**src/rtl/pisc_defines.vh**
```
// constants of the interrupt aggregation and sideband control block
// assumes a 10 MHz system clock and a 9-bit register address
`ifndef PISC_DEFINES_VH
`define PISC_DEFINES_VH

// ---------------------------------------------------------------
// register addresses
// ---------------------------------------------------------------
`define PISC_ADDR_IRQ_GROUP 9'h004
`define PISC_ADDR_IRQ_GROUP_MASK 9'h005
`define PISC_ADDR_CHIP_RESET_CONTROL 9'h006
`define PISC_ADDR_RTC_IRQ 9'h01C
`define PISC_ADDR_FAULT_IRQ 9'h030
`define PISC_ADDR_FAULT_MASK 9'h031
`define PISC_ADDR_ADC_IRQ 9'h05F
`define PISC_ADDR_ADC_MASK 9'h060
`define PISC_ADDR_CHG_IRQ 9'h0D0
`define PISC_ADDR_CHG_MASK 9'h0D1
`define PISC_ADDR_GPIO_IRQ 9'h0E8
`define PISC_ADDR_AUX_IRQ 9'h197
`define PISC_ADDR_AUX_MASK 9'h198

// ---------------------------------------------------------------
// reset values
// ---------------------------------------------------------------
`define PISC_RST_IRQ_GROUP_MASK 8'hFA
`define PISC_RST_FAULT_MASK 8'h03
`define PISC_RST_ADC_MASK 8'h00
`define PISC_RST_CHG_MASK 8'h00
`define PISC_RST_AUX_MASK 8'h0F
`define PISC_RST_CHIP_RESET_CONTROL 8'h00

// ---------------------------------------------------------------
// field positions
// ---------------------------------------------------------------
`define PISC_BIT_COLD_RESTART 0
`define PISC_BIT_WARM_RESTART 1
`define PISC_BIT_GRP_BUTTON 0
`define PISC_BIT_GRP_EXTERNAL 7

// ---------------------------------------------------------------
// timing
// ---------------------------------------------------------------
`define PISC_CLK_HZ 10000000
`define PISC_T_BUTTON_MS 10
`define PISC_T_OVP_RISE_MS 32
`define PISC_T_OVP_FALL_US 120
`define PISC_T_TEMP_MS 1
`define PISC_T_COMP_MS 1
`define PISC_T_USB_MS 10
`define PISC_T_BATT_MS 500
`define PISC_T_INPUT_CURRENT_CAP_MS 32
`define PISC_T_INOVP_MS 10
`define PISC_T_HEAT_MS 10
`define PISC_T_OCP_MS 1
`define PISC_T_VREG_ON_US 200
`define PISC_T_PRESS_MS 80
`define PISC_T_JACK_MS 30
`define PISC_T_RAIL_MIN_NS 500
`define PISC_T_RAIL_MAX_MS 30
`define PISC_T_PGOOD_US 100
`define PISC_T_RST_PULSE_S 8
`define PISC_CNT_W 28

`endif

```
**src/rtl/pisc_debounce.v**
```verilog
// two-flop synchroniser and stability filter for one event input
// assumes raw_i is asynchronous to clk_sys_i
`timescale 1ns/1ns
`include "pisc_defines.vh"

module pisc_debounce #(
  parameter [31:0] RISE_CNT = 32'd2,
  parameter [31:0] FALL_CNT = 32'd2
) (
  // clock and reset
  input wire clk_sys_i,
  input wire resetn_i,
  // event input
  input wire raw_i,
  // filtered level and its edges
  output reg level_o,
  output reg rise_o,
  output reg fall_o
);

  reg sync1;
  reg sync2;
  reg [`PISC_CNT_W-1:0] cnt;
  wire [31:0] cnt_w = {{(32-`PISC_CNT_W){1'b0}}, cnt};
  wire [31:0] limit = sync2 ? (RISE_CNT - 32'd1) : (FALL_CNT - 32'd1);

  // ---------------------------------------------------------------
  // filter
  // ---------------------------------------------------------------
  always @(posedge clk_sys_i or negedge resetn_i) begin
    if (!resetn_i) begin
      sync1 <= 1'b0;
      sync2 <= 1'b0;
      cnt <= {`PISC_CNT_W{1'b0}};
      level_o <= 1'b0;
      rise_o <= 1'b0;
      fall_o <= 1'b0;
    end else begin
      sync1 <= raw_i;
      sync2 <= sync1;
      rise_o <= 1'b0;
      fall_o <= 1'b0;
      if (sync2 == level_o) begin
        cnt <= {`PISC_CNT_W{1'b0}};
      end else if (cnt_w >= limit) begin
        level_o <= sync2;
        rise_o <= sync2;
        fall_o <= ~sync2;
        cnt <= {`PISC_CNT_W{1'b0}};
      end else begin
        cnt <= cnt + 1'b1;
      end
    end
  end

endmodule

```
**src/rtl/pisc_irq_reg.v**
```verilog
// one 8-bit sticky interrupt register with clear on read
// assumes set inputs and read strobe come from logic on clk_sys_i
`timescale 1ns/1ns
`include "pisc_defines.vh"

module pisc_irq_reg (
  // clock and reset
  input wire clk_sys_i,
  input wire resetn_i,
  // event sets
  input wire [7:0] edge_set_i,
  input wire [7:0] level_set_i,
  // read strobe of this register
  input wire rd_i,
  // stored bits
  output reg [7:0] q_o
);

  wire [7:0] captured = rd_i ? q_o : 8'h00;
  wire [7:0] level_now = rd_i ? 8'h00 : level_set_i;
  wire [7:0] next_q = (q_o & ~captured) | edge_set_i | level_now;

  // ---------------------------------------------------------------
  // storage
  // ---------------------------------------------------------------
  always @(posedge clk_sys_i or negedge resetn_i) begin
    if (!resetn_i) begin
      q_o <= 8'h00;
    end else begin
      q_o <= next_q;
    end
  end

endmodule

```
**src/rtl/pisc_ctrl.v**
```verilog
// interrupt aggregation and sideband outputs of the power manager
// assumes register strobes come from the serial port logic on clk_sys_i
`timescale 1ns/1ns
`include "pisc_defines.vh"

module pisc_ctrl #(
  parameter [31:0] P_DEB_10MS = `PISC_T_BUTTON_MS * (`PISC_CLK_HZ / 1000),
  parameter [31:0] P_DEB_32MS = `PISC_T_OVP_RISE_MS * (`PISC_CLK_HZ / 1000),
  parameter [31:0] P_DEB_1MS = `PISC_T_TEMP_MS * (`PISC_CLK_HZ / 1000),
  parameter [31:0] P_DEB_500MS = `PISC_T_BATT_MS * (`PISC_CLK_HZ / 1000),
  parameter [31:0] P_DEB_OCP = `PISC_T_OCP_MS * (`PISC_CLK_HZ / 1000),
  parameter [31:0] P_DEB_80MS = `PISC_T_PRESS_MS * (`PISC_CLK_HZ / 1000),
  parameter [31:0] P_DEB_30MS = `PISC_T_JACK_MS * (`PISC_CLK_HZ / 1000),
  parameter [31:0] P_RAIL_MAX = `PISC_T_RAIL_MAX_MS * (`PISC_CLK_HZ / 1000),
  parameter [31:0] P_RST_PULSE = `PISC_T_RST_PULSE_S * `PISC_CLK_HZ
) (
  // clock and reset
  input wire clk_sys_i,
  input wire resetn_i,
  // register port
  input wire [8:0] reg_addr_i,
  input wire [7:0] reg_wdata_i,
  input wire reg_wr_i,
  input wire reg_rd_i,
  input wire vreg_wr_i,
  output reg [7:0] reg_rdata_o,
  // host pins
  input wire host_select_n_i,
  input wire standby_exit_in_i,
  output reg host_irq_out_o,
  output reg rail_done_out_o,
  output reg host_reset_n_o,
  output reg supply_valid_out_o,
  // rail status
  input wire rails_in_reg_i,
  input wire aon_rails_ok_i,
  // external event pins
  input wire button_event_i,
  input wire batt_overvolt_i,
  input wire batt_temp_i,
  input wire charge_done_i,
  input wire usb_attach_i,
  input wire batt_attach_i,
  input wire input_current_cap_i,
  input wire input_overvolt_i,
  input wire die_heat_warn_i,
  input wire batt_overcurrent_i,
  input wire regulator_fault_i,
  input wire long_press_i,
  input wire short_press_i,
  input wire headphone_sense_i,
  input wire headset_sense_i,
  // on-chip event sources
  input wire adc_cycle_done_i,
  input wire touch_wake_i,
  input wire coulomb_half_i,
  input wire rtc_update_flag_i,
  input wire rtc_alarm_flag_i,
  input wire update_irq_en_i,
  input wire alarm_irq_en_i,
  input wire [7:0] gpio_rise_i,
  input wire [7:0] gpio_fall_i,
  input wire [1:0] gpio_prevent_i
);

  // ---------------------------------------------------------------
  // derived counts
  // ---------------------------------------------------------------
  localparam [31:0] OVP_FALL_CNT = `PISC_T_OVP_FALL_US * (`PISC_CLK_HZ / 1000000);
  localparam [31:0] VRF_CNT = (`PISC_T_VREG_ON_US * 3 / 2) * (`PISC_CLK_HZ / 1000000);
  localparam [31:0] PG_CNT = `PISC_T_PGOOD_US * (`PISC_CLK_HZ / 1000000);
  localparam [31:0] RAIL_MIN = (`PISC_T_RAIL_MIN_NS * (`PISC_CLK_HZ / 1000000) + 999) / 1000;
  localparam [15*32-1:0] DB_RISE = {P_DEB_30MS, P_DEB_30MS, P_DEB_80MS, P_DEB_80MS,
    VRF_CNT, P_DEB_OCP, P_DEB_10MS, P_DEB_10MS, P_DEB_32MS, P_DEB_500MS,
    P_DEB_10MS, P_DEB_1MS, P_DEB_1MS, P_DEB_32MS, P_DEB_10MS};
  localparam [15*32-1:0] DB_FALL = {P_DEB_30MS, P_DEB_30MS, P_DEB_80MS, P_DEB_80MS,
    VRF_CNT, P_DEB_OCP, P_DEB_10MS, P_DEB_10MS, P_DEB_32MS, P_DEB_500MS,
    P_DEB_10MS, P_DEB_1MS, P_DEB_1MS, OVP_FALL_CNT, P_DEB_10MS};
  localparam RD_IDLE = 1'b0;
  localparam RD_HOLD = 1'b1;

  // ---------------------------------------------------------------
  // debounced external events
  // ---------------------------------------------------------------
  wire [14:0] ev_raw = {headset_sense_i, headphone_sense_i, short_press_i, long_press_i,
    regulator_fault_i, batt_overcurrent_i, die_heat_warn_i, input_overvolt_i,
    input_current_cap_i, batt_attach_i, usb_attach_i, charge_done_i, batt_temp_i,
    batt_overvolt_i, button_event_i};
  wire [14:0] ev_lvl;
  wire [14:0] ev_rise;
  wire [14:0] ev_fall;
  genvar gi;
  generate
    for (gi = 0; gi < 15; gi = gi + 1) begin : g_deb
      pisc_debounce #(
        .RISE_CNT(DB_RISE[gi*32 +: 32]),
        .FALL_CNT(DB_FALL[gi*32 +: 32])
      ) u_deb (
        .clk_sys_i(clk_sys_i),
        .resetn_i(resetn_i),
        .raw_i(ev_raw[gi]),
        .level_o(ev_lvl[gi]),
        .rise_o(ev_rise[gi]),
        .fall_o(ev_fall[gi])
      );
    end
  endgenerate

  // ---------------------------------------------------------------
  // register decode
  // ---------------------------------------------------------------
  wire rd_grp = reg_rd_i && (reg_addr_i == `PISC_ADDR_IRQ_GROUP);
  wire rd_rtc = reg_rd_i && (reg_addr_i == `PISC_ADDR_RTC_IRQ);
  wire rd_flt = reg_rd_i && (reg_addr_i == `PISC_ADDR_FAULT_IRQ);
  wire rd_adc = reg_rd_i && (reg_addr_i == `PISC_ADDR_ADC_IRQ);
  wire rd_chg = reg_rd_i && (reg_addr_i == `PISC_ADDR_CHG_IRQ);
  wire rd_gpio = reg_rd_i && (reg_addr_i == `PISC_ADDR_GPIO_IRQ);
  wire rd_aux = reg_rd_i && (reg_addr_i == `PISC_ADDR_AUX_IRQ);
  wire wr_ctl = reg_wr_i && (reg_addr_i == `PISC_ADDR_CHIP_RESET_CONTROL);
  reg [7:0] grp_mask;
  reg [7:0] flt_mask;
  reg [7:0] adc_mask;
  reg [7:0] chg_mask;
  reg [7:0] aux_mask;
  reg [1:0] chip_reset_control;

  // ---------------------------------------------------------------
  // second level sets
  // ---------------------------------------------------------------
  reg touch_prev;
  wire [7:0] adc_q;
  wire [7:0] chg_q;
  wire [7:0] rtc_q;
  wire [7:0] gpio_q;
  wire [7:0] flt_q;
  wire [7:0] aux_q;
  wire [7:0] grp_q;
  wire [7:0] adc_edge = {6'h00, touch_wake_i & ~touch_prev, 1'b0};
  wire [7:0] adc_lvl = {5'h00, coulomb_half_i, 1'b0, adc_cycle_done_i};
  wire [7:0] chg_edge = {3'h0, ev_rise[4] | ev_fall[4], ev_rise[3], 1'b0,
    ev_rise[1] | ev_fall[1], 1'b0};
  wire [7:0] chg_lvl = {ev_lvl[7], ev_lvl[6], ev_lvl[5], 2'h0, ev_lvl[2], 2'h0};
  wire rtc_irq_flag = (update_irq_en_i & rtc_update_flag_i) |
    (alarm_irq_en_i & rtc_alarm_flag_i);
  wire [7:0] rtc_lvl = {rtc_irq_flag, 1'b0, rtc_alarm_flag_i, rtc_update_flag_i, 4'h0};
  wire [7:0] gpio_edge = (gpio_prevent_i[0] ? 8'h00 : gpio_rise_i) |
    (gpio_prevent_i[1] ? 8'h00 : gpio_fall_i);
  wire [7:0] flt_lvl = {5'h00, ev_lvl[10], ev_lvl[9], ev_lvl[8]};
  wire [7:0] aux_edge = {4'h0, ev_rise[14] | ev_fall[14], ev_rise[13] | ev_fall[13],
    ev_rise[12], ev_rise[11]};

  pisc_irq_reg u_adc (
    .clk_sys_i(clk_sys_i), .resetn_i(resetn_i),
    .edge_set_i(adc_edge), .level_set_i(adc_lvl), .rd_i(rd_adc), .q_o(adc_q)
  );
  pisc_irq_reg u_chg (
    .clk_sys_i(clk_sys_i), .resetn_i(resetn_i),
    .edge_set_i(chg_edge), .level_set_i(chg_lvl), .rd_i(rd_chg), .q_o(chg_q)
  );
  pisc_irq_reg u_rtc (
    .clk_sys_i(clk_sys_i), .resetn_i(resetn_i),
    .edge_set_i(8'h00), .level_set_i(rtc_lvl), .rd_i(rd_rtc), .q_o(rtc_q)
  );
  pisc_irq_reg u_gpio (
    .clk_sys_i(clk_sys_i), .resetn_i(resetn_i),
    .edge_set_i(gpio_edge), .level_set_i(8'h00), .rd_i(rd_gpio), .q_o(gpio_q)
  );
  pisc_irq_reg u_flt (
    .clk_sys_i(clk_sys_i), .resetn_i(resetn_i),
    .edge_set_i(8'h00), .level_set_i(flt_lvl), .rd_i(rd_flt), .q_o(flt_q)
  );
  pisc_irq_reg u_aux (
    .clk_sys_i(clk_sys_i), .resetn_i(resetn_i),
    .edge_set_i(aux_edge), .level_set_i(8'h00), .rd_i(rd_aux), .q_o(aux_q)
  );

  // ---------------------------------------------------------------
  // first level and output pin
  // ---------------------------------------------------------------
  reg [6:1] or_prev;
  wire [6:1] or_now = {|aux_q, |flt_q, |gpio_q, |rtc_q, |chg_q, |adc_q};
  wire [7:0] grp_edge = {1'b0, or_now & ~or_prev, ev_fall[0]};
  wire [7:0] grp_open = {1'b0, |(aux_q & ~aux_mask), |(flt_q & ~flt_mask), 1'b1, 1'b1,
    |(chg_q & ~chg_mask), |(adc_q & ~adc_mask), 1'b1};

  pisc_irq_reg u_grp (
    .clk_sys_i(clk_sys_i), .resetn_i(resetn_i),
    .edge_set_i(grp_edge), .level_set_i(8'h00), .rd_i(rd_grp), .q_o(grp_q)
  );

  always @(posedge clk_sys_i or negedge resetn_i) begin
    if (!resetn_i) begin
      or_prev <= 6'h00;
      touch_prev <= 1'b0;
      host_irq_out_o <= 1'b0;
    end else begin
      or_prev <= or_now;
      touch_prev <= touch_wake_i;
      host_irq_out_o <= |(grp_q & ~grp_mask & grp_open);
    end
  end

  // ---------------------------------------------------------------
  // registers
  // ---------------------------------------------------------------
  always @(posedge clk_sys_i or negedge resetn_i) begin
    if (!resetn_i) begin
      grp_mask <= `PISC_RST_IRQ_GROUP_MASK;
      flt_mask <= `PISC_RST_FAULT_MASK;
      adc_mask <= `PISC_RST_ADC_MASK;
      chg_mask <= `PISC_RST_CHG_MASK;
      aux_mask <= `PISC_RST_AUX_MASK;
      chip_reset_control <= 2'h0;
      reg_rdata_o <= 8'h00;
    end else begin
      if (reg_wr_i) begin
        case (reg_addr_i)
          `PISC_ADDR_IRQ_GROUP_MASK: grp_mask <= reg_wdata_i;
          `PISC_ADDR_FAULT_MASK: flt_mask <= reg_wdata_i;
          `PISC_ADDR_ADC_MASK: adc_mask <= reg_wdata_i;
          `PISC_ADDR_CHG_MASK: chg_mask <= reg_wdata_i;
          `PISC_ADDR_AUX_MASK: aux_mask <= reg_wdata_i;
          `PISC_ADDR_CHIP_RESET_CONTROL: chip_reset_control <= reg_wdata_i[1:0];
          default: chip_reset_control <= chip_reset_control;
        endcase
      end
      if (reg_rd_i) begin
        case (reg_addr_i)
          `PISC_ADDR_IRQ_GROUP: reg_rdata_o <= grp_q;
          `PISC_ADDR_IRQ_GROUP_MASK: reg_rdata_o <= grp_mask;
          `PISC_ADDR_CHIP_RESET_CONTROL: reg_rdata_o <= {6'h00, chip_reset_control};
          `PISC_ADDR_RTC_IRQ: reg_rdata_o <= rtc_q;
          `PISC_ADDR_FAULT_IRQ: reg_rdata_o <= flt_q;
          `PISC_ADDR_FAULT_MASK: reg_rdata_o <= flt_mask;
          `PISC_ADDR_ADC_IRQ: reg_rdata_o <= adc_q;
          `PISC_ADDR_ADC_MASK: reg_rdata_o <= adc_mask;
          `PISC_ADDR_CHG_IRQ: reg_rdata_o <= chg_q;
          `PISC_ADDR_CHG_MASK: reg_rdata_o <= chg_mask;
          `PISC_ADDR_GPIO_IRQ: reg_rdata_o <= gpio_q;
          `PISC_ADDR_AUX_IRQ: reg_rdata_o <= aux_q;
          `PISC_ADDR_AUX_MASK: reg_rdata_o <= aux_mask;
          default: reg_rdata_o <= 8'h00;
        endcase
      end
    end
  end

  // ---------------------------------------------------------------
  // pin synchronisers
  // ---------------------------------------------------------------
  reg [3:0] pin_s1;
  reg [3:0] pin_s2;
  reg [1:0] pin_prev;
  always @(posedge clk_sys_i or negedge resetn_i) begin
    if (!resetn_i) begin
      pin_s1 <= 4'h1;
      pin_s2 <= 4'h1;
      pin_prev <= 2'h1;
    end else begin
      pin_s1 <= {aon_rails_ok_i, rails_in_reg_i, standby_exit_in_i, host_select_n_i};
      pin_s2 <= pin_s1;
      pin_prev <= pin_s2[1:0];
    end
  end
  wire sel_rise = pin_s2[0] & ~pin_prev[0];
  wire stby_rise = pin_s2[1] & ~pin_prev[1];
  wire rails_ok = pin_s2[2];
  wire aon_ok = pin_s2[3];

  // ---------------------------------------------------------------
  // rail done handshake
  // ---------------------------------------------------------------
  reg rd_state;
  reg vreg_pend;
  reg [`PISC_CNT_W-1:0] rail_cnt;
  wire [31:0] rail_cnt_w = {{(32-`PISC_CNT_W){1'b0}}, rail_cnt};
  wire rail_start = (sel_rise & vreg_pend) | stby_rise;
  always @(posedge clk_sys_i or negedge resetn_i) begin
    if (!resetn_i) begin
      rd_state <= RD_IDLE;
      vreg_pend <= 1'b0;
      rail_cnt <= {`PISC_CNT_W{1'b0}};
      rail_done_out_o <= 1'b1;
    end else begin
      if (sel_rise) begin
        vreg_pend <= 1'b0;
      end else if (vreg_wr_i) begin
        vreg_pend <= 1'b1;
      end
      if (rail_start) begin
        rd_state <= RD_HOLD;
        rail_cnt <= {`PISC_CNT_W{1'b0}};
        rail_done_out_o <= 1'b0;
      end else begin
        case (rd_state)
          RD_IDLE: rail_done_out_o <= 1'b1;
          RD_HOLD: begin
            rail_cnt <= rail_cnt + 1'b1;
            if ((rail_cnt_w >= RAIL_MIN - 32'd1 && rails_ok) ||
                rail_cnt_w >= P_RAIL_MAX - 32'd1) begin
              rd_state <= RD_IDLE;
              rail_done_out_o <= 1'b1;
            end
          end
          default: rd_state <= RD_IDLE;
        endcase
      end
    end
  end

  // ---------------------------------------------------------------
  // power good and restart pulses
  // ---------------------------------------------------------------
  reg [`PISC_CNT_W-1:0] pg_cnt;
  reg [`PISC_CNT_W-1:0] rst_cnt;
  reg rst_cold;
  wire [31:0] pg_cnt_w = {{(32-`PISC_CNT_W){1'b0}}, pg_cnt};
  wire cold_req = wr_ctl & reg_wdata_i[`PISC_BIT_COLD_RESTART];
  wire warm_req = wr_ctl & reg_wdata_i[`PISC_BIT_WARM_RESTART];
  wire rst_busy = (rst_cnt != {`PISC_CNT_W{1'b0}});
  always @(posedge clk_sys_i or negedge resetn_i) begin
    if (!resetn_i) begin
      pg_cnt <= {`PISC_CNT_W{1'b0}};
      rst_cnt <= {`PISC_CNT_W{1'b0}};
      rst_cold <= 1'b0;
      host_reset_n_o <= 1'b1;
      supply_valid_out_o <= 1'b0;
    end else begin
      if (!aon_ok) begin
        pg_cnt <= {`PISC_CNT_W{1'b0}};
      end else if (pg_cnt_w < PG_CNT) begin
        pg_cnt <= pg_cnt + 1'b1;
      end
      if (cold_req | warm_req) begin
        rst_cnt <= P_RST_PULSE[`PISC_CNT_W-1:0];
        rst_cold <= cold_req | (rst_cold & rst_busy);
      end else if (rst_busy) begin
        rst_cnt <= rst_cnt - 1'b1;
      end else begin
        rst_cold <= 1'b0;
      end
      host_reset_n_o <= ~(cold_req | warm_req | rst_busy);
      supply_valid_out_o <= aon_ok & (pg_cnt_w >= PG_CNT) & ~cold_req &
        ~(rst_cold & rst_busy);
    end
  end

endmodule

```
**config.mk**
```make
export PLATFORM = sky130hd
export DESIGN_NAME = pisc_ctrl
export DESIGN_NICKNAME = d
export VERILOG_FILES = /design/src/rtl/pisc_debounce.v /design/src/rtl/pisc_irq_reg.v /design/src/rtl/pisc_ctrl.v
export VERILOG_INCLUDE_DIRS = /design/src /design/src/rtl
export SDC_FILE = /design/constraint.sdc
export NUM_CORES = 1
export LEC_CHECK = 0
export BUFFER_PORTS_ARGS = -buffer_cell sky130_fd_sc_hd__buf_2
export CORE_ASPECT_RATIO = 1.4
export CORE_MARGIN = 2
export CORE_UTILIZATION = 41
export CTS_CLUSTER_DIAMETER = 100
export DETAILED_ROUTE_END_ITERATION = 16
export GPL_TIMING_DRIVEN = 0
export PLACE_DENSITY_LB_ADDON = 0.3
export SLEW_MARGIN = 20
export SYNTH_ARGS = -nofsm -noshare
export SYNTH_HDL_FRONTEND = slang
export SYNTH_SLANG_ARGS = --single-unit
```
**constraint.sdc**
```tcl
create_clock -name clk_sys_i -period 3.3 [get_ports clk_sys_i]
set_input_delay 0.66 -clock clk_sys_i [delete_from_list [all_inputs] [get_ports clk_sys_i]]
set_output_delay 0.66 -clock clk_sys_i [all_outputs]
set_load 0.01 [all_outputs]
```
==> reports/qor.csv, run 1 <==
stage,metric,value,unit
synthesis,syn-cell-area,29100,sq um
die,num_io_pins,78,
sta,finalHoldViolCount,0,
sta,grt_setup_unrepaired,false,
power_and_ir_drop,leakage,14.2,nW
status,status,"complete, no violations",
synthesis,synth_top_family_by_area,simple AND/OR/NAND/NOR gates,
power_and_ir_drop,finalPower,17.6,mW
routing,wl_per_cell,15.8,um
critical_path,startpoint_type,flop,
run,cap_violations,0,
routing,ant_nets,0,
critical_path,crit_required,3.84,ns
critical_path,critPathArrivalTime,3.45,ns
clock_tree,cts_made_buffers,68,
routing,via_count,20100,
global_routing,grt_pass1_wl,103,mm
layout,area_growth,16.0,%
sta,relSlewSlack,33.2,%
synthesis,ys_warn_count,0,
sta,tightest_slew,0.989,ns
synthesis,synthAdderAreaFrac,1.25,%
routing,drt_first_iter_violations,1201,
power_and_ir_drop,p_sw_share,23.2,%
critical_path,r2r_end,g_deb[1].u_deb.cnt[13],
synthesis,synthArstFlopShare,100,%
critical_path,critPathCaptureType,flop,
routing,drcViolationCount,0,
layout,n_antenna_cell,0,
die,dieArea,73100,sq um
clock_tree,path_clk_slew,0.06,ns
global_routing,antenna_found_initial,1,
routing,vias_per_cell,5.15,
die,start_util,41.4,%
power_and_ir_drop,power.internal,13.5,mW
placed_design,dp_slack,0.195,ns
worst_hold_path,hold_class,in -> reg,
critical_path,worstPathMaxFanout,10,
critical_path,reg2reg_depth,8,
die,die_w,229,um
sta,fin_skew,0.0263,ns
clock_tree,cts_max_level,3,
sta,finalSetupViolCount,0,
synthesis,synth_cell_types,87,
critical_path,crit_type,reg -> reg,
sta,slew_violations,0,
synthesis,synth_top_flop_cell,dfrtp_1,
global_routing,grt_overflow,0,
synthesis,synth_top_cell_area_share,58.0,%
layout,final_layout_size_suffix_gt1_share,11.0,%
sta,fin_ws,0.392,ns
power_and_ir_drop,vdd_drop_max,0.000371,V
synthesis,yosys.area_share.simple,19.5,%
critical_path,regToRegSetupSlack,0.39,ns
power_and_ir_drop,switchingPower,4.09,mW
sta,timing.hold.ws,0.135,ns
power_and_ir_drop,p_comb_share,4.5,%
synthesis,synthMuxAreaShare,2.25,%
clock_tree,cts_tree,built,
sta,fmax,344,MHz
clock_tree,clkSinkCount,691,
power_and_ir_drop,p_seq_share,50.6,%
routing,dr.pass1.iters,6,
placed_design,globalplace.congestion,0.924,
synthesis,synth_xor_xnor_area_share,8.97,%
clock_tree,clock_latency,0.63,ns
routing,routed_wl,61.4,mm
global_routing,grtUsageTotal,17.2,%
die,core-area,70200,sq um
global_routing,grt_max_degree,106,
synthesis,synth_area_leaders,"dfrtp_1 58%, nor2_1 5.0%, xnor2_1 4.9%, xor2_1 4.1%, nand3_1 2.1%",
global_routing,grt_pass1_vias,20900,
power_and_ir_drop,p_clk_share,45.0,%
synthesis,yosysSeqAreaShare,59.5,%
clock_tree,ctsResizeCount,0,
synthesis,synth_top_area_cell,dfrtp_1,
clock_tree,root_buffer,clkbuf_16,
synthesis,synth-seq-cells,691,
synthesis,syn_inst,2596,
worst_hold_path,min-delay-start,short_press_i,
die,die_h,319,um
placed_design,portBuffers,75,
layout,nNetsFinal,3001,
sta,final.period_utilization,88.1,%
synthesis,synth-edff-count,0,
synthesis,synth_area_per_cell,11.2,sq um
placed_design,place_hpwl,43.6,mm
critical_path,reg2reg_from,g_deb[1].u_deb.sync2,
power_and_ir_drop,p_per_area,523,nW/um^2
synthesis,synth_compound_area_share,6.41,%
die,fp-row-count,115,
clock_tree,clockBufferDepth,3,
layout,fill_cells,6442,
sta,fin_crit,2.91,ns
worst_hold_path,holdPathEnd,g_deb[12].u_deb.sync1,
worst_hold_path,whs_path_depth,1,
## per-stage QoR
stage          instance area [sq um]  utilization (%)  std cells  setup TNS, ns
3_3_place_gp                   31200             44.5       3764       -8394.62
4_1_cts                        33700             48.0       3896              0
2_1_floorplan                  29700                -       2753              0
6_report                       33700             48.0       3896              0
3_5_place_dp                   31400             44.8       3771              0
5_1_grt                        33700             48.0       3896              0
## power groups by stage
stage          sequential, mW  clock (mW)  combinational, mW
4_1_cts                  8.91        8.20              0.806
3_3_place_gp             9.06           0              0.748
2_1_floorplan            9.02           0              0.419
5_1_grt                  8.94        8.54              0.912
6_report                 8.91        7.93              0.790
3_5_place_dp             9.07           0              0.803
## how the worst max path moves through the flow
stage                          from                      to  slack (ns)  depth (start not counted)
2_1_floorplan  g_deb[1].u_deb.sync2  g_deb[1].u_deb.level_o        0.94                          7
3_3_place_gp               resetn_i  g_deb[9].u_deb.cnt[22]      -12.33                          1
3_5_place_dp          reg_addr_i[6]             rst_cnt[24]        0.19                          7
4_1_cts        g_deb[1].u_deb.sync2  g_deb[1].u_deb.cnt[13]        0.36                          8
5_1_grt        g_deb[1].u_deb.sync2  g_deb[1].u_deb.cnt[15]        0.20                          8
6_report       g_deb[1].u_deb.sync2  g_deb[1].u_deb.cnt[13]        0.39                          8
## layout make-up
class                   count  area (sq um)  share of cell area, %
clock inverters            40           460                   1.36
multi-input cells        1911         11800                   34.8
flip-flops and latches    691         17300                   51.3
inverters                  82           308                  0.912
well taps                 936          1170                   3.47
repair buffers             83           588                   1.74
clock buffers              84          1840                   5.46
plain buffers              69           304                  0.901
## logic make-up (layout without fill, tap and decap cells)
logic type | after synthesis | count (layout)
other | 1 | 158
xor gates and xnor gates | 298 | 298
AOI/OAI and AO/OA | 259 | 259
and+or+nand+nor | 1108 | 1108
adders and majority gates | 29 | 29
buffers and inverters | 151 | 358
DFF | 691 | 691
muxes | 59 | 59
## cells in the mapped netlist (7+ instances only)
library cell,number
and4_1,26
nor4_1,93
a21o_1,15
a22oi_1,18
buf_2,13
nand4_1,60
or2_2,9
a21oi_1,35
o22ai_1,20
ha_1,29
nor2b_1,20
nor3_1,63
nor3b_1,18
o21ai_0,28
nor2_1,384
mux2_2,52
o31ai_1,9
a211oi_1,16
o211ai_1,9
dfstp_2,17
a221o_1,9
clkbuf_1,49
inv_1,82
or4_1,13
a31oi_1,24
nand3_1,121
o21a_1,16
xnor2_1,163
or3_1,15
nor4b_1,7
dfrtp_1,674
mux2i_1,7
and2_1,34
nand2_1,154
and3_1,53
xor2_1,135
## layer usage
layer	vias to the layer above	routed length [um]	track usage, %
met3	166	2430	3.11
li1	9529	-	-
met5	-	13	0
met1	9985	25000	19.8
met2	369	31200	30.5
met4	2	2740	8.74
## worst max-delay path: stages (launching register included)
cell,delay [ns]
dfrtp_1,0.46
inv_1,0.28
ha_1,0.33
a2111oi_0,0.61
nand4_1,0.15
a31o_2,0.27
a211o_1,0.30
clkbuf_1,0.25
nor2_1,0.17
## state kept, by name (all words and copies together) (netlist names), 15 cells and up
| register | count |
|---|---|
| g_deb.u_deb.cnt | 420 |
| pg_cnt | 28 |
| rail_cnt | 28 |
| rst_cnt | 28 |
| g_deb.u_deb.level_o | 15 |
| g_deb.u_deb.sync1 | 15 |
| g_deb.u_deb.sync2 | 15 |
## placed cells by master, fill, tap and decap left out, types with 16 or more instances in the layout
cell,n
ha_1,29
o21ai_0,28
a211oi_1,16
inv_1,82
clkbuf_16,68
nor3_1,63
and2_1,34
o22ai_1,20
and3_1,53
nor3b_1,18
a31oi_1,24
and4_1,26
nand2_1,154
clkbuf_1,57
xor2_1,135
buf_2,87
mux2_2,52
dfstp_2,17
a22oi_1,18
dfrtp_1,674
nand3_1,121
nor4_1,93
o21a_1,16
conb_1,158
nand4_1,60
nor2b_1,20
xnor2_1,163
nor2_1,384
a21oi_1,35
## repair_timing
item                                   CTS  global route
endpoints found under the hold margin   21             0
hold buffers                             1             0
buffers inserted                         0             0
Note: power is estimated with default switching activity, not from simulation.
==> run 2: changes to the inputs <==
CORE_ASPECT_RATIO = 0.9   (was 1.4)
GPL_TIMING_DRIVEN = default   (was 0)
==> run 2 against run 1 <==
  * Clock power increased by 6.4%
  * Sequential power about the same
  * Total power increased by 2.9%
  * Critical endpoint is now g_deb[1].u_deb.cnt[18]
  * Largest cell class unchanged
  * Largest power group unchanged
  * Highest routed layer is now met4
==> reports/qor.csv, run 2 (synthesis gave the netlist of run 1 again) <==
stage,metric,value,unit,change
layout,final_layout_size_suffix_gt1_share,11.5,%,was 11.0%
routing,via_count,19800,,was 20100
routing,wl_per_cell,15.9,um,was 15.8 um
sta,finalSetupViolCount,0,,unchanged
sta,relSlewSlack,36.0,%,was 33.2%
die,num_io_pins,78,,unchanged
critical_path,crit_chain,inv_1 -> ha_1 -> a2111oi_0 -> nand4_1 -> a31o_2 -> a211o_1 -> a21oi_1,,was inv_1 -> ha_1 -> a2111oi_0 -> nand4_1 -> a31o_2 -> a211o_1 -> clkbuf_1 -> nor2_1
clock_tree,clockBufferDepth,3,,unchanged
routing,dr.pass1.iters,8,,was 6
die,fp-row-count,92,,was 115
global_routing,grt_max_degree,87,,was 106
global_routing,grt_pass1_wl,103,mm,about the same
power_and_ir_drop,finalPower,18.2,mW,was 17.6 mW
sta,slew_violations,0,,unchanged
layout,post-route-util,48.2,%,was 48.0%
placed_design,dp_slack,0.469,ns,was 0.195 ns
critical_path,max_stage_delay,0.57,ns,was 0.61 ns
critical_path,critPathCaptureType,flop,,unchanged
clock_tree,cts_made_buffers,74,,was 68
sta,finalHoldViolCount,0,,unchanged
critical_path,critical-path-slowest-cell,a2111oi_0,,unchanged
routing,drt_first_iter_violations,1449,,was 1201
power_and_ir_drop,leakage,14.3,nW,was 14.2 nW
placed_design,place_hpwl,43.1,mm,was 43.6 mm
clock_tree,cts_hold_buf,0,,was 1
die,die_w,285,um,was 229 um
layout,final_cell_area,33800,sq um,was 33700 sq um
routing,drcViolationCount,0,,unchanged
clock_tree,clock_latency,0.63,ns,about the same
layout,final_cell_mix,"674 x dfrtp_1, 384 x nor2_1, 163 x xnor2_1",,unchanged
critical_path,critPathArrivalTime,3.37,ns,was 3.45 ns
sta,final.period_utilization,85.9,%,was 88.1%
layout,nNetsFinal,2961,,was 3001
critical_path,crit_required,3.83,ns,was 3.84 ns
critical_path,r2r_end,g_deb[1].u_deb.cnt[18],,was g_deb[1].u_deb.cnt[13]
global_routing,antenna_found_initial,1,,unchanged
status,status,"complete, no violations",,unchanged
sta,fmax,353,MHz,was 344 MHz
placed_design,placed_cell_area,31200,sq um,was 31400 sq um
layout,regMostFlops,g_deb.u_deb.cnt,,unchanged
power_and_ir_drop,vdd_drop_max,0.000314,V,was 0.000371 V
critical_path,reg2reg_depth,7,,was 8
clock_tree,path_clk_slew,0.06,ns,about the same
global_routing,grt_overflow,0,,unchanged
clock_tree,cts_tree,built,,unchanged
routing,vias_per_cell,5.12,,was 5.15
run,cap_violations,0,,unchanged
critical_path,crit_type,reg -> reg,,unchanged
sta,tightest_slew,0.956,ns,was 0.989 ns
critical_path,cp_top_family,compound AO/OA/AOI/OAI gates,,unchanged
critical_path,regToRegSetupSlack,0.47,ns,was 0.39 ns
sta,fin_skew,0.0269,ns,was 0.0263 ns
placed_design,globalplace.congestion,0.925,,was 0.924
layout,area_growth,16.1,%,was 16.0%
sta,fin_crit,2.83,ns,was 2.91 ns
sta,fin_ws,0.465,ns,was 0.392 ns
placed_design,dp_cells,3730,,was 3771
power_and_ir_drop,p_per_area,538,nW/um^2,was 523 nW/um^2
global_routing,grt_pass1_vias,20000,,was 20900
critical_path,reg2reg_from,g_deb[1].u_deb.sync2,,unchanged
sta,timing.hold.ws,0.0815,ns,was 0.135 ns
sta,grt_setup_unrepaired,false,,unchanged
worst_hold_path,hold_class,in -> async,,was in -> reg
clock_tree,root_buffer,clkbuf_16,,unchanged
clock_tree,postCtsSetupBuffers,0,,unchanged
die,die_h,257,um,was 319 um
critical_path,startpoint_type,flop,,unchanged
die,dieArea,73100,sq um,about the same
clock_tree,clkSinkCount,691,,unchanged
global_routing,grtUsageTotal,17.3,%,was 17.2%
layout,fin_cells,3868,,was 3896
die,start_util,41.5,%,was 41.4%
clock_tree,ctsResizeCount,0,,unchanged
sta,setup_tns,0,ns,unchanged
routing,ant_nets,0,,unchanged
layout,largest_reg_flops,420,,unchanged
clock_tree,cts_max_level,3,,unchanged
routing,routed_wl,61.5,mm,was 61.4 mm
critical_path,worstPathMaxFanout,20,,was 10
critical_path,cp_num_buf_inv,1,,was 2
die,core-area,70100,sq um,was 70200 sq um
placed_design,portBuffers,77,,was 75
layout,layout.cells.most_common,dfrtp_1,,unchanged
-- run 2: changes by cell type in the layout (fill, tap and decap cells not counted), sizes merged --
cell	before	now
clkbuf	135	107
buf	100	106
inv	88	84
clkinv	21	18
clkinvlp	7	4
diode	0	1
dlygate4sd3	1	0
-- run 2: cell type report --
class / count / area, sq um
clock inverter: 30 / 373
antenna: 1 / 2.50
clock buffer: 107 / 2150
sequential: 691 / 17300
timing repair buffer: 106 / 688
inverter: 82 / 308
multi-input combinational: 1911 / 11800
tap: 940 / 1180
fill: 6258 / 36300
-- run 2: how the worst max path moves through the flow --
stage	cells after the start	endpoint	slack (ns)	start
floorplan	7	g_deb[1].u_deb.level_o	0.94	g_deb[1].u_deb.sync2
global placement	6	reg_rdata_o[0]	0.52	reg_addr_i[0]
detailed placement	7	g_deb[1].u_deb.cnt[11]	0.47	g_deb[1].u_deb.sync2
CTS	7	g_deb[1].u_deb.cnt[11]	0.44	g_deb[1].u_deb.sync2
global route	7	g_deb[1].u_deb.cnt[11]	0.16	g_deb[1].u_deb.sync2
finish	7	g_deb[1].u_deb.cnt[18]	0.47	g_deb[1].u_deb.sync2
-- run 2: routing by layer --
layer | up-vias | part of all wire, % | routed length (um) | track usage (%)
li1 | 9460 | - | - | -
met5 | - | 0 | 0 | 0
met1 | 9827 | 46 | 28000 | 23.4
met3 | 123 | 5.0 | 3060 | 3.56
met4 | 0 | 3.1 | 1900 | 6.39
met2 | 384 | 46 | 28500 | 27.5
-- run 2: where the power goes --
group | internal (mW) | total, mW | switching, mW
clock | 5.04 | 8.44 | 3.40
sequential | 8.74 | 8.94 | 0.200
combinational | 0.279 | 0.768 | 0.489
==> run 3: changes to the inputs <==
PLACE_DENSITY = 0.65   (was default)
PLACE_DENSITY_LB_ADDON = default   (was 0.3)
==> run 3 against run 2 <==
  * Hold slack improved by 0.061 ns
  * Design area fell by 0.18%
  * Clock power fell by 2%
  * Critical path type unchanged
  * Count of clock-buffer cells in the layout fell by 5
  * Non-clock buffer count fell by 5
  * Largest power group unchanged
==> reports/qor.csv, run 3 (synthesis gave the netlist of run 1 again) <==
stage,metric,value,unit,change
sta,fin_crit,2.96,ns,was 2.83 ns
die,fp-row-count,92,,unchanged
placed_design,placed_cell_area,31200,sq um,about the same
sta,timing.hold.ws,0.143,ns,was 0.0815 ns
worst_hold_path,hold_class,in -> reg,,was in -> async
status,status,"complete, no violations",,unchanged
critical_path,critical-path-slowest-cell,a2111oi_0,,unchanged
layout,largest_reg_flops,420,,unchanged
clock_tree,cts_max_level,3,,unchanged
die,die_h,257,um,unchanged
layout,nNetsFinal,2954,,was 2961
die,core-area,70100,sq um,unchanged
clock_tree,clockBufferDepth,3,,unchanged
power_and_ir_drop,p_per_area,534,nW/um^2,was 538 nW/um^2
clock_tree,root_buffer,clkbuf_16,,unchanged
clock_tree,clkSinkCount,691,,unchanged
placed_design,portBuffers,77,,unchanged
clock_tree,postCtsSetupBuffers,0,,unchanged
critical_path,worstPathMaxFanout,20,,unchanged
critical_path,startpoint_type,flop,,unchanged
global_routing,antenna_found_initial,12,,was 1
critical_path,max_stage_delay,0.66,ns,was 0.57 ns
routing,drt_first_iter_violations,1215,,was 1449
die,dieArea,73100,sq um,unchanged
layout,post-route-util,48.1,%,was 48.2%
placed_design,globalplace.congestion,0.898,,was 0.925
routing,routed_wl,61.6,mm,was 61.5 mm
routing,dr.pass1.iters,5,,was 8
layout,area_growth,15.9,%,was 16.1%
die,die_w,285,um,unchanged
global_routing,grt_pass1_wl,103,mm,about the same
clock_tree,cts_hold_buf,1,,was 0
critical_path,crit_required,3.82,ns,was 3.83 ns
global_routing,grt_overflow,0,,unchanged
power_and_ir_drop,vdd_drop_max,0.000358,V,was 0.000314 V
sta,slew_violations,0,,unchanged
clock_tree,clock_latency,0.62,ns,was 0.63 ns
sta,relSlewSlack,39.7,%,was 36.0%
sta,final.period_utilization,89.8,%,was 85.9%
layout,final_cell_mix,"674 x dfrtp_1, 384 x nor2_1, 163 x xnor2_1",,unchanged
critical_path,crit_chain,inv_1 -> ha_1 -> a2111oi_0 -> nand4_1 -> a31o_2 -> a211o_1 -> a21oi_1,,unchanged
layout,regMostFlops,g_deb.u_deb.cnt,,unchanged
sta,grt_setup_unrepaired,false,,unchanged
routing,wl_per_cell,16.0,um,was 15.9 um
critical_path,critPathArrivalTime,3.48,ns,was 3.37 ns
sta,finalHoldViolCount,0,,unchanged
die,start_util,41.5,%,unchanged
critical_path,critPathCaptureType,flop,,unchanged
placed_design,place_hpwl,43.4,mm,was 43.1 mm
clock_tree,cts_made_buffers,72,,was 74
sta,setup_tns,0,ns,unchanged
clock_tree,path_clk_slew,0.06,ns,about the same
global_routing,grt_max_degree,136,,was 87
sta,fmax,337,MHz,was 353 MHz
routing,drcViolationCount,0,,unchanged
die,num_io_pins,78,,unchanged
critical_path,cp_top_family,compound AO/OA/AOI/OAI gates,,unchanged
routing,vias_per_cell,5.12,,about the same
layout,layout.cells.most_common,dfrtp_1,,unchanged
routing,ant_nets,0,,unchanged
sta,finalSetupViolCount,0,,unchanged
layout,final_layout_size_suffix_gt1_share,11.2,%,was 11.5%
clock_tree,cts_tree,built,,unchanged
layout,final_cell_area,33700,sq um,was 33800 sq um
global_routing,grtUsageTotal,17.1,%,was 17.3%
sta,fin_skew,0.0226,ns,was 0.0269 ns
clock_tree,ctsResizeCount,0,,unchanged
run,cap_violations,0,,unchanged
critical_path,crit_type,reg -> reg,,unchanged
global_routing,grt_pass1_vias,19900,,was 20000
critical_path,cp_num_buf_inv,1,,unchanged
sta,tightest_slew,0.901,ns,was 0.956 ns
power_and_ir_drop,leakage,14.2,nW,was 14.3 nW
routing,via_count,19700,,was 19800
run 3: routing by layer:
layer / up-vias / wire length, um / GRT usage [%]
li1: 9429 / - / -
met1: 9801 / 28100 / 23.3
met2: 394 / 29000 / 27.8
met3: 116 / 2990 / 3.67
met4: 6 / 1510 / 4.81
met5: - / 36 / 0
run 3: layout make-up:
cell class                      instances  area [sq um]
Fill cell                            6208         36400
Sequential cell                       691         17300
Inverter                               82           308
Multi-Input combinational cell       1911         11800
Clock inverter                         28           374
Tap cell                              940          1180
Timing Repair Buffer                  101           678
Antenna cell                            1          2.50
Clock buffer                          102          2100
run 3: worst reg2reg max path: cells and delay by family, from the launching register on:
family	cells	cell delay (ns)
buffers and inverters	1	0.24
adder cells (fa/ha/maj)	1	0.32
AO/OA/AOI/OAI	4	1.73
AND/OR/NAND/NOR	1	0.17
flip-flops	1	0.43
run 3: stage by stage:
step           worst slack [ns]  std cells  power [mW]
5_1_grt                   0.141       3855        18.8
6_report                  0.336       3856        18.0
3_5_place_dp              0.436       3724        9.87
3_3_place_gp              0.526       3724        9.83
4_1_cts                   0.389       3855        18.3
2_1_floorplan             0.944       2753        9.44
run 3: final timing paths:
kind                                      start                endpoint  slack [ns]  cells after the start
setup / recovery           g_deb[1].u_deb.sync2  g_deb[1].u_deb.cnt[18]        0.34                      7
hold / removal                    batt_attach_i    g_deb[5].u_deb.sync1        0.14                      1
setup reg to reg           g_deb[1].u_deb.sync2  g_deb[1].u_deb.cnt[18]        0.34                      7
hold reg to reg                       pin_s1[1]               pin_s2[1]        0.33                      0
max in group asynchronous              resetn_i               pin_s1[0]        1.72                      4
min in group asynchronous              resetn_i  g_deb[9].u_deb.cnt[10]        0.51                      2
run 3: where the power goes:
part,switching (mW),internal [mW]
sequential,0.196,8.74
clock,3.36,4.94
combinational,0.496,0.281
total,4.05,14.0
